[config.mk]
export PLATFORM = sky130hd
export DESIGN_NAME = dual_slope_phase_sequencer
export DESIGN_NICKNAME = d
export VERILOG_FILES = /design/src/hw/phase_seq_pkg.sv /design/src/hw/dual_slope_phase_sequencer.sv
export SDC_FILE = /design/constraint.sdc
export NUM_CORES = 1
export LEC_CHECK = 0
export ABC_AREA = 1
export BUFFER_PORTS_ARGS = -buffer_cell sky130_fd_sc_hd__buf_4
export CAP_MARGIN = 0
export CORE_ASPECT_RATIO = 2
export CORE_UTILIZATION = 60
export CTS_CLUSTER_DIAMETER = 30
export DETAILED_ROUTE_END_ITERATION = 16
export GPL_ROUTABILITY_DRIVEN = 0
export PLACE_DENSITY = 0.91
export SYNTH_ARGS = -nofsm -noshare
export SYNTH_HDL_FRONTEND = slang
export SYNTH_SLANG_ARGS = --single-unit
[constraint.sdc]
create_clock -name clk -period 3 [get_ports clk]
set_input_delay 0.6 -clock clk [delete_from_list [all_inputs] [get_ports clk]]
set_output_delay 0.6 -clock clk [all_outputs]
set_load 0.01 [all_outputs]
[src/hw/phase_seq_pkg.sv]
/*
 * Constants for the dual-slope converter phase sequencer.
 * Assumes one oscillator clock; all counts are prescaled by four.
 */
// Functional notes
// - counters advance once every four oscillator clocks
// - signal integrate lasts exactly 1000 counts
// - de-integrate runs 1 to 2000 counts, ends on zero crossing; reading is count less one at a crossing, 2000 at the limit
// - auto-zero lasts 260 to 2859 counts, varying per cycle
// - integrator discharge lasts 140 or 740 counts, varying per cycle
// - unused de-integrate counts are added to the next auto-zero
// - every full cycle is 4000 counts, 16000 oscillator clocks
// - full-scale reading is 2000 counts
// - phase order: auto-zero, integrate, de-integrate, discharge
// - polarity latched at end of integrate; selects reference and drives sign
// - discharge normally 140 counts, 740 after heavy overrange
package phase_seq_pkg;
  localparam int PRESCALE = 4;
  localparam logic [1:0] PRESCALE_LAST = 2'(PRESCALE - 1);
  localparam int CNT_W = 12;
  localparam logic [CNT_W-1:0] CYCLE_COUNTS = 12'd4000;
  localparam logic [CNT_W-1:0] INT_COUNTS = 12'd1000;
  localparam logic [CNT_W-1:0] FULL_SCALE = 12'd2000;
  localparam logic [CNT_W-1:0] AZ_MIN = 12'd260;
  localparam logic [CNT_W-1:0] DISCH_NORMAL = 12'd140;
  localparam logic [CNT_W-1:0] DISCH_HEAVY = 12'd740;
  localparam logic [CNT_W-1:0] DISCH_MIN = 12'd11;
  typedef enum logic [3:0] {
    PH_AUTOZERO = 4'b0001,
    PH_INTEGRATE = 4'b0010,
    PH_DEINT = 4'b0100,
    PH_DISCHARGE = 4'b1000
  } phase_e;
endpackage

[src/hw/dual_slope_phase_sequencer.sv]
/*
 * Phase sequencer and reading counter for a dual-slope converter.
 * Assumes the analog front end returns an asynchronous comparator
 * zero-crossing level and a polarity level.
 * Outputs are registered; the four phase levels are one-hot, and all low while rst is held.
 * rst is synchronous and may be raised at any point of a cycle.
 */
`timescale 1ns/10ps
module dual_slope_phase_sequencer import phase_seq_pkg::*; (
  input wire logic clk,
  input wire logic rst,
  input wire logic zeroCross,
  input wire logic polarityIn,
  output logic autoZeroEn,
  output logic integrateEn,
  output logic deintEn,
  output logic dischargeEn,
  output logic refNegSel,
  output logic signNeg,
  output logic [CNT_W-1:0] reading,
  output logic overrange,
  output logic readingValid,
  output logic countTick
);
  // ---------------------------------------------
  // input synchronisers
  // ---------------------------------------------
  logic zcMeta_r, zcSync_r, polMeta_r, polSync_r;
  always_ff @(posedge clk) begin
    zcMeta_r <= zeroCross;
    zcSync_r <= zcMeta_r;
    polMeta_r <= polarityIn;
    polSync_r <= polMeta_r;
  end

  // ---------------------------------------------
  // prescaler
  // ---------------------------------------------
  logic [1:0] pre_r;
  wire tick = (pre_r == PRESCALE_LAST);
  always_ff @(posedge clk) begin
    if (rst) pre_r <= '0;
    else pre_r <= pre_r + 2'h1;
  end

  // ---------------------------------------------
  // phase machine
  // ---------------------------------------------
  phase_e phase_r, phase_nxt;
  logic [CNT_W-1:0] cnt_r, cycle_r, azLen_r, dischLen_r, deintCnt_r;
  logic heavy_r;
  wire [CNT_W-1:0] cntNext = cnt_r + 12'h1;
  // ticks since integrate began, for the cycle check
  wire [CNT_W-1:0] cycNext = cycle_r + 12'h1;
  wire intStart = (phase_r == PH_AUTOZERO) && (phase_nxt == PH_INTEGRATE);
  wire azEnd = (cntNext == azLen_r);
  wire intEnd = (cntNext == INT_COUNTS);
  wire limitHit = (cntNext == FULL_SCALE);
  wire deintEnd = zcSync_r || limitHit;
  wire dischEnd = (cntNext == dischLen_r);
  // auto-zero takes what is left so the cycle stays fixed
  wire [CNT_W-1:0] azFill = CYCLE_COUNTS - INT_COUNTS - deintCnt_r - dischLen_r;

  always_comb begin
    phase_nxt = phase_r;
    // phases move only on a count tick
    if (tick) begin
      case (phase_r)
        PH_AUTOZERO: if (azEnd) phase_nxt = PH_INTEGRATE;
        PH_INTEGRATE: if (intEnd) phase_nxt = PH_DEINT;
        PH_DEINT: if (deintEnd) phase_nxt = PH_DISCHARGE;
        PH_DISCHARGE: if (dischEnd) phase_nxt = PH_AUTOZERO;
        default: phase_nxt = PH_AUTOZERO;
      endcase
    end
  end

  always_ff @(posedge clk) begin
    if (rst) begin
      phase_r <= PH_AUTOZERO;
      cnt_r <= '0;
      cycle_r <= '0;
      azLen_r <= CYCLE_COUNTS - INT_COUNTS - FULL_SCALE - DISCH_NORMAL + 12'h1;
      dischLen_r <= DISCH_NORMAL;
      deintCnt_r <= '0;
      heavy_r <= 1'b0;
      refNegSel <= 1'b0;
      signNeg <= 1'b0;
      reading <= '0;
      overrange <= 1'b0;
      readingValid <= 1'b0;
    end else begin
      readingValid <= 1'b0;
      if (tick) begin
        phase_r <= phase_nxt;
        cycle_r <= intStart ? '0 : cycNext;
        cnt_r <= (phase_nxt != phase_r) ? '0 : cntNext;
        if (phase_r == PH_INTEGRATE && intEnd) begin
          refNegSel <= polSync_r;
          signNeg <= polSync_r;
        end
        if (phase_r == PH_DEINT && deintEnd) begin
          // elapsed counts, one more than the reading at a crossing
          deintCnt_r <= cntNext;
          reading <= zcSync_r ? cnt_r : cntNext;
          overrange <= !zcSync_r;
          heavy_r <= !zcSync_r;
          dischLen_r <= zcSync_r ? DISCH_NORMAL : DISCH_HEAVY;
          readingValid <= 1'b1;
        end
        if (phase_r == PH_DISCHARGE && dischEnd)
          azLen_r <= (azFill < AZ_MIN) ? AZ_MIN : azFill;
      end
    end
  end

  // ---------------------------------------------
  // phase outputs
  // ---------------------------------------------
  always_ff @(posedge clk) begin
    if (rst) begin
      autoZeroEn <= 1'b0;
      integrateEn <= 1'b0;
      deintEn <= 1'b0;
      dischargeEn <= 1'b0;
      countTick <= 1'b0;
    end else begin
      autoZeroEn <= (phase_nxt == PH_AUTOZERO);
      integrateEn <= (phase_nxt == PH_INTEGRATE);
      deintEn <= (phase_nxt == PH_DEINT);
      dischargeEn <= (phase_nxt == PH_DISCHARGE);
      countTick <= tick;
    end
  end

  // ---------------------------------------------
  // assertions: count rate and phase order
  // ---------------------------------------------
  AST_TICK_SPACING: assert property (@(posedge clk) disable iff (rst) tick |=> !tick [*3])
    else $error("prescale tick spacing wrong");
  AST_HOLD: assert property (@(posedge clk) disable iff (rst)
    !tick |=> $stable(phase_r) && $stable(cnt_r))
    else $error("phase or count moved between ticks");
  AST_ONEHOT: assert property (@(posedge clk) disable iff (rst)
    $onehot(phase_r))
    else $error("phase state not one-hot");
  AST_PHASE_OUT: assert property (@(posedge clk) disable iff (rst)
    !$past(rst) |-> {dischargeEn, deintEn, integrateEn, autoZeroEn} == phase_r)
    else $error("phase levels disagree with phase state");
  AST_ORDER_INT: assert property (@(posedge clk) disable iff (rst)
    (tick && phase_r == PH_AUTOZERO && azEnd) |=> phase_r == PH_INTEGRATE)
    else $error("integrate must follow auto-zero");
  AST_ORDER_DEINT: assert property (@(posedge clk) disable iff (rst)
    (tick && phase_r == PH_INTEGRATE && intEnd) |=> phase_r == PH_DEINT)
    else $error("de-integrate must follow integrate");
  AST_ORDER_DISCH: assert property (@(posedge clk) disable iff (rst)
    (tick && phase_r == PH_DEINT && deintEnd) |=> phase_r == PH_DISCHARGE)
    else $error("discharge must follow de-integrate");
  AST_ORDER_AZ: assert property (@(posedge clk) disable iff (rst)
    (tick && phase_r == PH_DISCHARGE && dischEnd) |=> phase_r == PH_AUTOZERO)
    else $error("auto-zero must follow discharge");

  // ---------------------------------------------
  // assertions: phase lengths and reading
  // ---------------------------------------------
  AST_INT_LEN: assert property (@(posedge clk) disable iff (rst)
    (phase_r == PH_INTEGRATE && tick) |-> cnt_r < INT_COUNTS)
    else $error("integrate too long");
  AST_DEINT_LIMIT: assert property (@(posedge clk) disable iff (rst)
    phase_r == PH_DEINT |-> cnt_r < FULL_SCALE)
    else $error("de-integrate past limit");
  AST_ZC_END: assert property (@(posedge clk) disable iff (rst)
    (tick && phase_r == PH_DEINT && zcSync_r) |=> readingValid && !overrange && reading == $past(cnt_r))
    else $error("crossing did not end de-integrate with its count");
  AST_LIMIT_END: assert property (@(posedge clk) disable iff (rst)
    (tick && phase_r == PH_DEINT && limitHit && !zcSync_r) |=> overrange && reading == FULL_SCALE && dischLen_r == DISCH_HEAVY)
    else $error("limit did not flag overrange");
  AST_VALID_SRC: assert property (@(posedge clk) disable iff (rst)
    readingValid |-> $past(phase_r) == PH_DEINT && phase_r == PH_DISCHARGE)
    else $error("reading strobe outside de-integrate end");
  AST_VALID_PULSE: assert property (@(posedge clk) disable iff (rst)
    readingValid |=> !readingValid)
    else $error("reading strobe longer than one clock");
  AST_READING_MAX: assert property (@(posedge clk) disable iff (rst)
    readingValid |-> reading <= FULL_SCALE)
    else $error("reading above full scale");
  AST_OVR_HEAVY: assert property (@(posedge clk) disable iff (rst)
    overrange |-> dischLen_r == DISCH_HEAVY)
    else $error("overrange without heavy discharge");

  // ---------------------------------------------
  // assertions: discharge, auto-zero and cycle
  // ---------------------------------------------
  AST_DISCH_NORMAL: assert property (@(posedge clk) disable iff (rst)
    !heavy_r |-> dischLen_r == DISCH_NORMAL)
    else $error("discharge length wrong");
  AST_DISCH_RANGE: assert property (@(posedge clk) disable iff (rst)
    dischLen_r >= DISCH_MIN && dischLen_r <= DISCH_HEAVY)
    else $error("discharge length out of range");
  AST_AZ_MIN: assert property (@(posedge clk) disable iff (rst)
    azLen_r >= AZ_MIN)
    else $error("auto-zero too short");
  AST_AZ_RANGE: assert property (@(posedge clk) disable iff (rst)
    azLen_r <= CYCLE_COUNTS - INT_COUNTS - DISCH_MIN)
    else $error("auto-zero too long");
  AST_CYCLE: assert property (@(posedge clk) disable iff (rst)
    (tick && phase_r == PH_DISCHARGE && dischEnd) |=> azLen_r + cycle_r == CYCLE_COUNTS)
    else $error("cycle length not constant");

  // ---------------------------------------------
  // assertions: polarity
  // ---------------------------------------------
  AST_SIGN: assert property (@(posedge clk) disable iff (rst)
    (tick && phase_r == PH_INTEGRATE && intEnd) |=> signNeg == $past(polSync_r) && refNegSel == $past(polSync_r))
    else $error("polarity not latched at end of integrate");
  AST_POL_HOLD: assert property (@(posedge clk) disable iff (rst)
    !(tick && phase_r == PH_INTEGRATE && intEnd) |=> $stable(signNeg) && $stable(refNegSel))
    else $error("polarity changed outside end of integrate");

  // ---------------------------------------------
  // covers
  // ---------------------------------------------
  CV_OVERRANGE: cover property (@(posedge clk) disable iff (rst) readingValid && overrange);
  CV_NORMAL: cover property (@(posedge clk) disable iff (rst) readingValid && !overrange);
  CV_NEG: cover property (@(posedge clk) disable iff (rst) readingValid && signNeg);
  CV_ZERO_READING: cover property (@(posedge clk) disable iff (rst) readingValid && reading == '0);
  CV_HEAVY_CYCLE: cover property (@(posedge clk) disable iff (rst) tick && phase_r == PH_DISCHARGE && dischEnd && heavy_r);
endmodule // dual_slope_phase_sequencer

======== Yosys cells after proc, flatten, opt, wreduce, memory -nomap -nowiden ========
Cells that the tools add are included.
operators by class
  $add $sub $neg .......................... 4
  $lt $le $gt $ge ......................... 1
  eq/ne operators ......................... 14
  muxes and demuxes ....................... 11
  bitwise logic cells ..................... 1
  reduce and logical (&&, ||, !) cells .... 9
operators by type and width
  kind                                                          number
  2-to-1 mux 12 bit                                             3
  == test 12 bit                                                2
  2-to-1 mux 4 bit                                              5
  case mux 4 bit (4 select lines)                               1
  adder 12 x 1 -> 12 bit (second input constant)                1
  == test 12 x 10 -> 1 bit (second input constant)              1
  == test 12 x 11 -> 1 bit (second input constant)              1
  less-than comparator 12 x 9 -> 1 bit (second input constant)  1
  subtractor 12 bit                                             1
  subtractor 12 bit (first input constant)                      1
  2-to-1 mux 10 bit                                             1
  == test 4 x 1 -> 1 bit (second input constant)                2
  == test 4 x 2 -> 1 bit (second input constant)                2
  == test 4 x 3 -> 1 bit (second input constant)                2
  == test 4 bit (second input constant)                         2
  AND reduction 2 bit                                           3
  != test 4 bit                                                 1
  logical AND 1 bit                                             3
  adder 2 x 1 -> 2 bit (second input constant)                  1
  == test 2 bit (second input constant)                         1
  OR reduction 2 bit                                            1
  zero test 1 bit                                               1
  logical OR 1 bit                                              1
  2-to-1 mux 1 bit                                              1
  NOT 1 bit                                                     1
word-level totals
  register bits ........................... 78
  input bits .............................. 4
  output and inout bits ................... 21
  word-level logic and storage cells ...... 59

======== Longest topological paths before layout ========
  depth in word-level cells ............... 8
  depth in mapped cells ................... 20
  mapped depth without buffers ............ 19

======== Worst setup path before layout ========
Ideal clock, no wire load.
  kind .................................... reg-to-reg
  from .................................... register dischLen_r[6]
  to ...................................... register azLen_r[4]
  setup time .............................. 0.138 ns
  arrival ................................. 2.178 ns
  data required time ...................... 2.862 ns
  slack ................................... 0.684 ns
  stages on the path, launching flop included .. 13
  path buffers ............................ 0
  period minus slack after synthesis ...... 2.316 ns
  cells stage by stage .................... dfxtp_1 > inv_1 > ha_1 > ha_1 > o21ai_0 > nand2_1 > nand2_1 > nand2_1 > a21oi_1 > xor2_1 > nand4_1 > nand3_1 > o211ai_1
between the ends
  longest elaborated chain between the ends .. 3
  elaborated cells on any way between the ends .. 6
  those cells by class .................... add/sub: 1; order compare: 1; eq/ne: 1; mux: 1; reduce/logical: 2
RTL lines
  item                                                                       line                                                                  source
  start, declared                                                            dual_slope_phase_sequencer.sv:50                                      logic [CNT_W-1:0] cnt_r, cycle_r, azLen_r, dischLen_r, deintCnt_r;
  start signal, assigned                                                     dual_slope_phase_sequencer.sv:108                                     dischLen_r <= zcSync_r ? DISCH_NORMAL : DISCH_HEAVY;
  subtractor 12 bit or == test 12 bit (tied branches)                        dual_slope_phase_sequencer.sv:62, dual_slope_phase_sequencer.sv:60
  less-than comparator 12 x 9 -> 1 bit or logical AND 1 bit (tied branches)  dual_slope_phase_sequencer.sv:112, dual_slope_phase_sequencer.sv:111
  2-to-1 mux 12 bit or AND reduction 2 bit (tied branches)                   n/a
  end signal, assigned                                                       dual_slope_phase_sequencer.sv:83                                      azLen_r <= CYCLE_COUNTS - INT_COUNTS - FULL_SCALE - DISCH_NORMAL + 12'h1;
  end signal, assigned                                                       dual_slope_phase_sequencer.sv:112                                     azLen_r <= (azFill < AZ_MIN) ? AZ_MIN : azFill;
  end, declared                                                              dual_slope_phase_sequencer.sv:50
Parallel ways exist; a longest one is shown, timed or not.
A chain may end at the register's enable or synchronous reset.

======== Worst setup path after layout ========
  from .................................... register deintCnt_r[1]
  to ...................................... register azLen_r[4]
between the ends
  longest elaborated chain between the ends .. 4
RTL lines
  item                                  line                               source
  start, declared                       dual_slope_phase_sequencer.sv:50
  start signal, assigned                dual_slope_phase_sequencer.sv:104  deintCnt_r <= cntNext;
  subtractor 12 bit (*) (2 in a row)    dual_slope_phase_sequencer.sv:62   wire [CNT_W-1:0] azFill = CYCLE_COUNTS - INT_COUNTS - deintCnt_r - dischLen_r;
  less-than comparator 12 x 9 -> 1 bit  dual_slope_phase_sequencer.sv:112
  2-to-1 mux 12 bit (*)                 dual_slope_phase_sequencer.sv:112
Mark *: on every way between the ends. The rest lies on a longest branch, timed or not.

==> flow_summary.toml <==
[drt]
ant_nets = 0
viasPerCell = 5.764
drt_iter0_drc = 370
wl_per_cell_um = 15.16
dr.pass1.iters = 5
vias = 3810
drcViolationCount = 0
wl_mm = 10.02

[power]
p_clk_frac = 0.523
vdd_drop_max_v = 0.0003150
p_int_w = 0.001618
seq_power_share = 0.444
power_density_nw_per_um2 = 466.7
switchingPower_w = 0.0004174
power.leakage_nw = 1.853
p_sw_frac = 0.2050
p_comb_frac = 0.033

[hold_path]
worstHoldPathType = "reg -> reg"
min_to = "zcSync_r"
whs_path_depth = 0
hold_path.startpoint = "zcMeta_r"

[logic_synthesis]
synth_mux_area_frac = 0
synth.area.top_cells = "dfxtp_1, nand2_1, inv_1, nand3_1, ha_1"
yosysWarnings = 0
yosysSeqAreaShare = 0.3518
synth_top_family_by_area = "simple AND/OR/NAND/NOR gates"
synth_top_area_share = 0.3518
synth_cells = 551
syn_nets = 569
syn_avg_cell_area_um2 = 6.919
yosysUniqueCellTypes = 34
yosysTopAreaCell = "dfxtp_1"
synth_fa_ha_area_frac = 0.04595
yosys.area_share.simple = 0.3472
synth-seq-cells = 67
synth_area_um2 = 3812
synth_xor_xnor_area_share = 0.02527
synth_compound_area_frac = 0.1372

[timing]
drv_slew = 0
finalHoldViolations = 0
relSlewSlack = 0.4080
post-route-period-util = 0.8939
max_slew.worst_pin.slew_ns = 0.8870
rsz0062_at_grt = "no"
period_needed_ns = 2.682
fin_worst_skew_ns = 0.004671
setup_viol = 0
fin_tns_setup_ns = 0
fmax_mhz = 372.9

[global_route]
grt_max_degree = 33
grt_usage = 0.3399
grt_overflow = 0
grt_pass1_vias = 3679
grt_pass1_wl_mm = 17.11
antenna_found_initial = 0

[setup_path]
crit_path_end_kind = "register"
rr_worst_depth = 17
rrSetupSlack_ns = 0.32
worstSetupPathType = "reg -> reg"
reg2reg_to = "azLen_r[4]"
worstPathArrival_ns = 2.87
critPathLaunch = "deintCnt_r[1]"
startpoint_type = "register"
crit_path_max_fanout = 5
worst_ep_required_time_ns = 3.18
r2r_start = "deintCnt_r[1]"

[final_layout]
diodes = 0
fin_area_um2 = 4362
layout_commonest_cell = "nand2_1"
syn_to_final_growth_pct = 14.41
finalNetCount = 592
drive_gt1_frac = 0.1768
nFillCells = 482
final_cell_mix = "nand2_1, dfxtp_1, inv_1"

[die]
std_cell_rows = 40
ios = 25
dieWidth_um = 58.37
coreArea_um2 = 6056
die-height_um = 114.7
start_util = 0.6295
die_area_um2 = 6696

[cts]
clock_latency_ns = 0.34
cts_sinks = 67
root_buffer = "clkbuf_16"
cts.path.max_buffers = 2
ctsHoldBuffers = 0
cts_tree = "yes"
clk_pin_slew_worst_paths_ns = 0.05
cts_max_level = 3
cts_buffers = 9

[place]
portBuffers = 24
dpl-instance-area_um2 = 4046
hpwl_mm = 7.524

[outcome]
run_status = "complete, no violations"

[run]
drv_cap = 0
==> final cells by class <==
class / instances / area, um2 / share of cell area
clock buffer: 12 / 266.5 / 0.06110
clock inverter: 2 / 35.03 / 0.008032
inverter: 67 / 256.5 / 0.05881
multi-input combinational: 398 / 2123 / 0.4868
sequential: 67 / 1343 / 0.3078
tap: 84 / 105.1 / 0.02410
timing repair buffer: 31 / 232.7 / 0.05336
==> registers in the layout (all words and copies together), names as in the netlist, 2 cells and up <==
register    cells
cnt_r          12
phase_r         4
reading        12
pre_r           2
deintCnt_r     12
dischLen_r      2
azLen_r        12
==> cell usage after synthesis <==
library cell and n:
nand2_1 145, dfxtp_1 67, inv_1 60, nand3_1 40
nor2_1 38, a21oi_1 33, o21ai_0 25, nand2_2 22
ha_1 14, nand4_1 11, a21oi_2 10, clkbuf_1 10
nor3_1 8, xor2_1 8, nor2_4 6, a32oi_1 5
buf_2 5, inv_2 5, nor2_2 5, o211ai_1 5
nand3b_1 4, o31ai_1 4, buf_4 3, nor4_1 3
xnor2_1 3, nand2_4 2, nand3_2 2, o21ai_1 2
a31oi_1 1, buf_6 1, clkinv_1 1, inv_6 1
o2111ai_1 1, o21ai_2 1
==> kinds of logic after synthesis <==
kind of cell | count (synthesis)
buffers and inverters | 86
XOR/XNOR | 11
AO/OA/AOI/OAI | 87
adder cells (fa/ha/maj) | 14
flip-flops | 67
AND/OR/NAND/NOR | 286
==> critical path: stages (launching register included) <==
cell and delay, ns:
dfxtp_1 0.32, inv_1 0.06, ha_1 0.19, inv_1 0.08
ha_1 0.16, inv_1 0.07, nand2_1 0.09, o21ai_0 0.15
o21ai_0 0.25, nand2_1 0.08, nand2_1 0.13, nand2_1 0.07
a21oi_1 0.15, xor2_1 0.16, buf_4 0.15, nand4_1 0.21
nand3_1 0.14, o211ai_1 0.08
==> what timing repair did <==
action	4_1_cts	5_1_grt
setup buffers	0	1
endpoints found under the setup margin	0	15
gates resized for setup	0	3
==> stage by stage <==
stage,power (W),hold WS [ns],setup WS [ns],util,cells
floorplan,0.0009665,0.3096,0.6840,-,551
global placement,0.0009850,0.3100,0.3447,0.6682,646
detailed placement,0.0009869,0.3136,0.2426,0.6682,646
CTS,0.002035,0.3253,0.2275,0.7180,660
global route,0.002075,0.3330,0.01225,0.7202,661
finish,0.002035,0.3282,0.3182,0.7202,661
==> worst max path at each step <==
stage	to	slack, ns
6_report	azLen_r[4]	0.32
5_1_grt	azLen_r[8]	0.01
4_1_cts	azLen_r[4]	0.23
3_5_place_dp	azLen_r[4]	0.24
3_3_place_gp	azLen_r[4]	0.34
2_1_floorplan	azLen_r[4]	0.68
==> per-layer routing <==
metal	global-route usage	part of all wire	up-vias
li1	-	-	1835
met1	0.3590	0.36	1754
met2	0.5885	0.53	164
met3	0.05399	0.049	57
met4	0.2540	0.060	0
met5	0	0	-
==> power groups by stage <==
stage | logic, W | clock network, W | registers [W]
2_1_floorplan | 0.0000443 | 0 | 0.000922
3_3_place_gp | 0.0000632 | 0 | 0.000922
3_5_place_dp | 0.0000647 | 0 | 0.000922
4_1_cts | 0.0000652 | 0.00107 | 0.000904
5_1_grt | 0.0000725 | 0.00110 | 0.000904
6_report | 0.0000667 | 0.00107 | 0.000904
No activity file was read; power rests on OpenSTA's default activity.
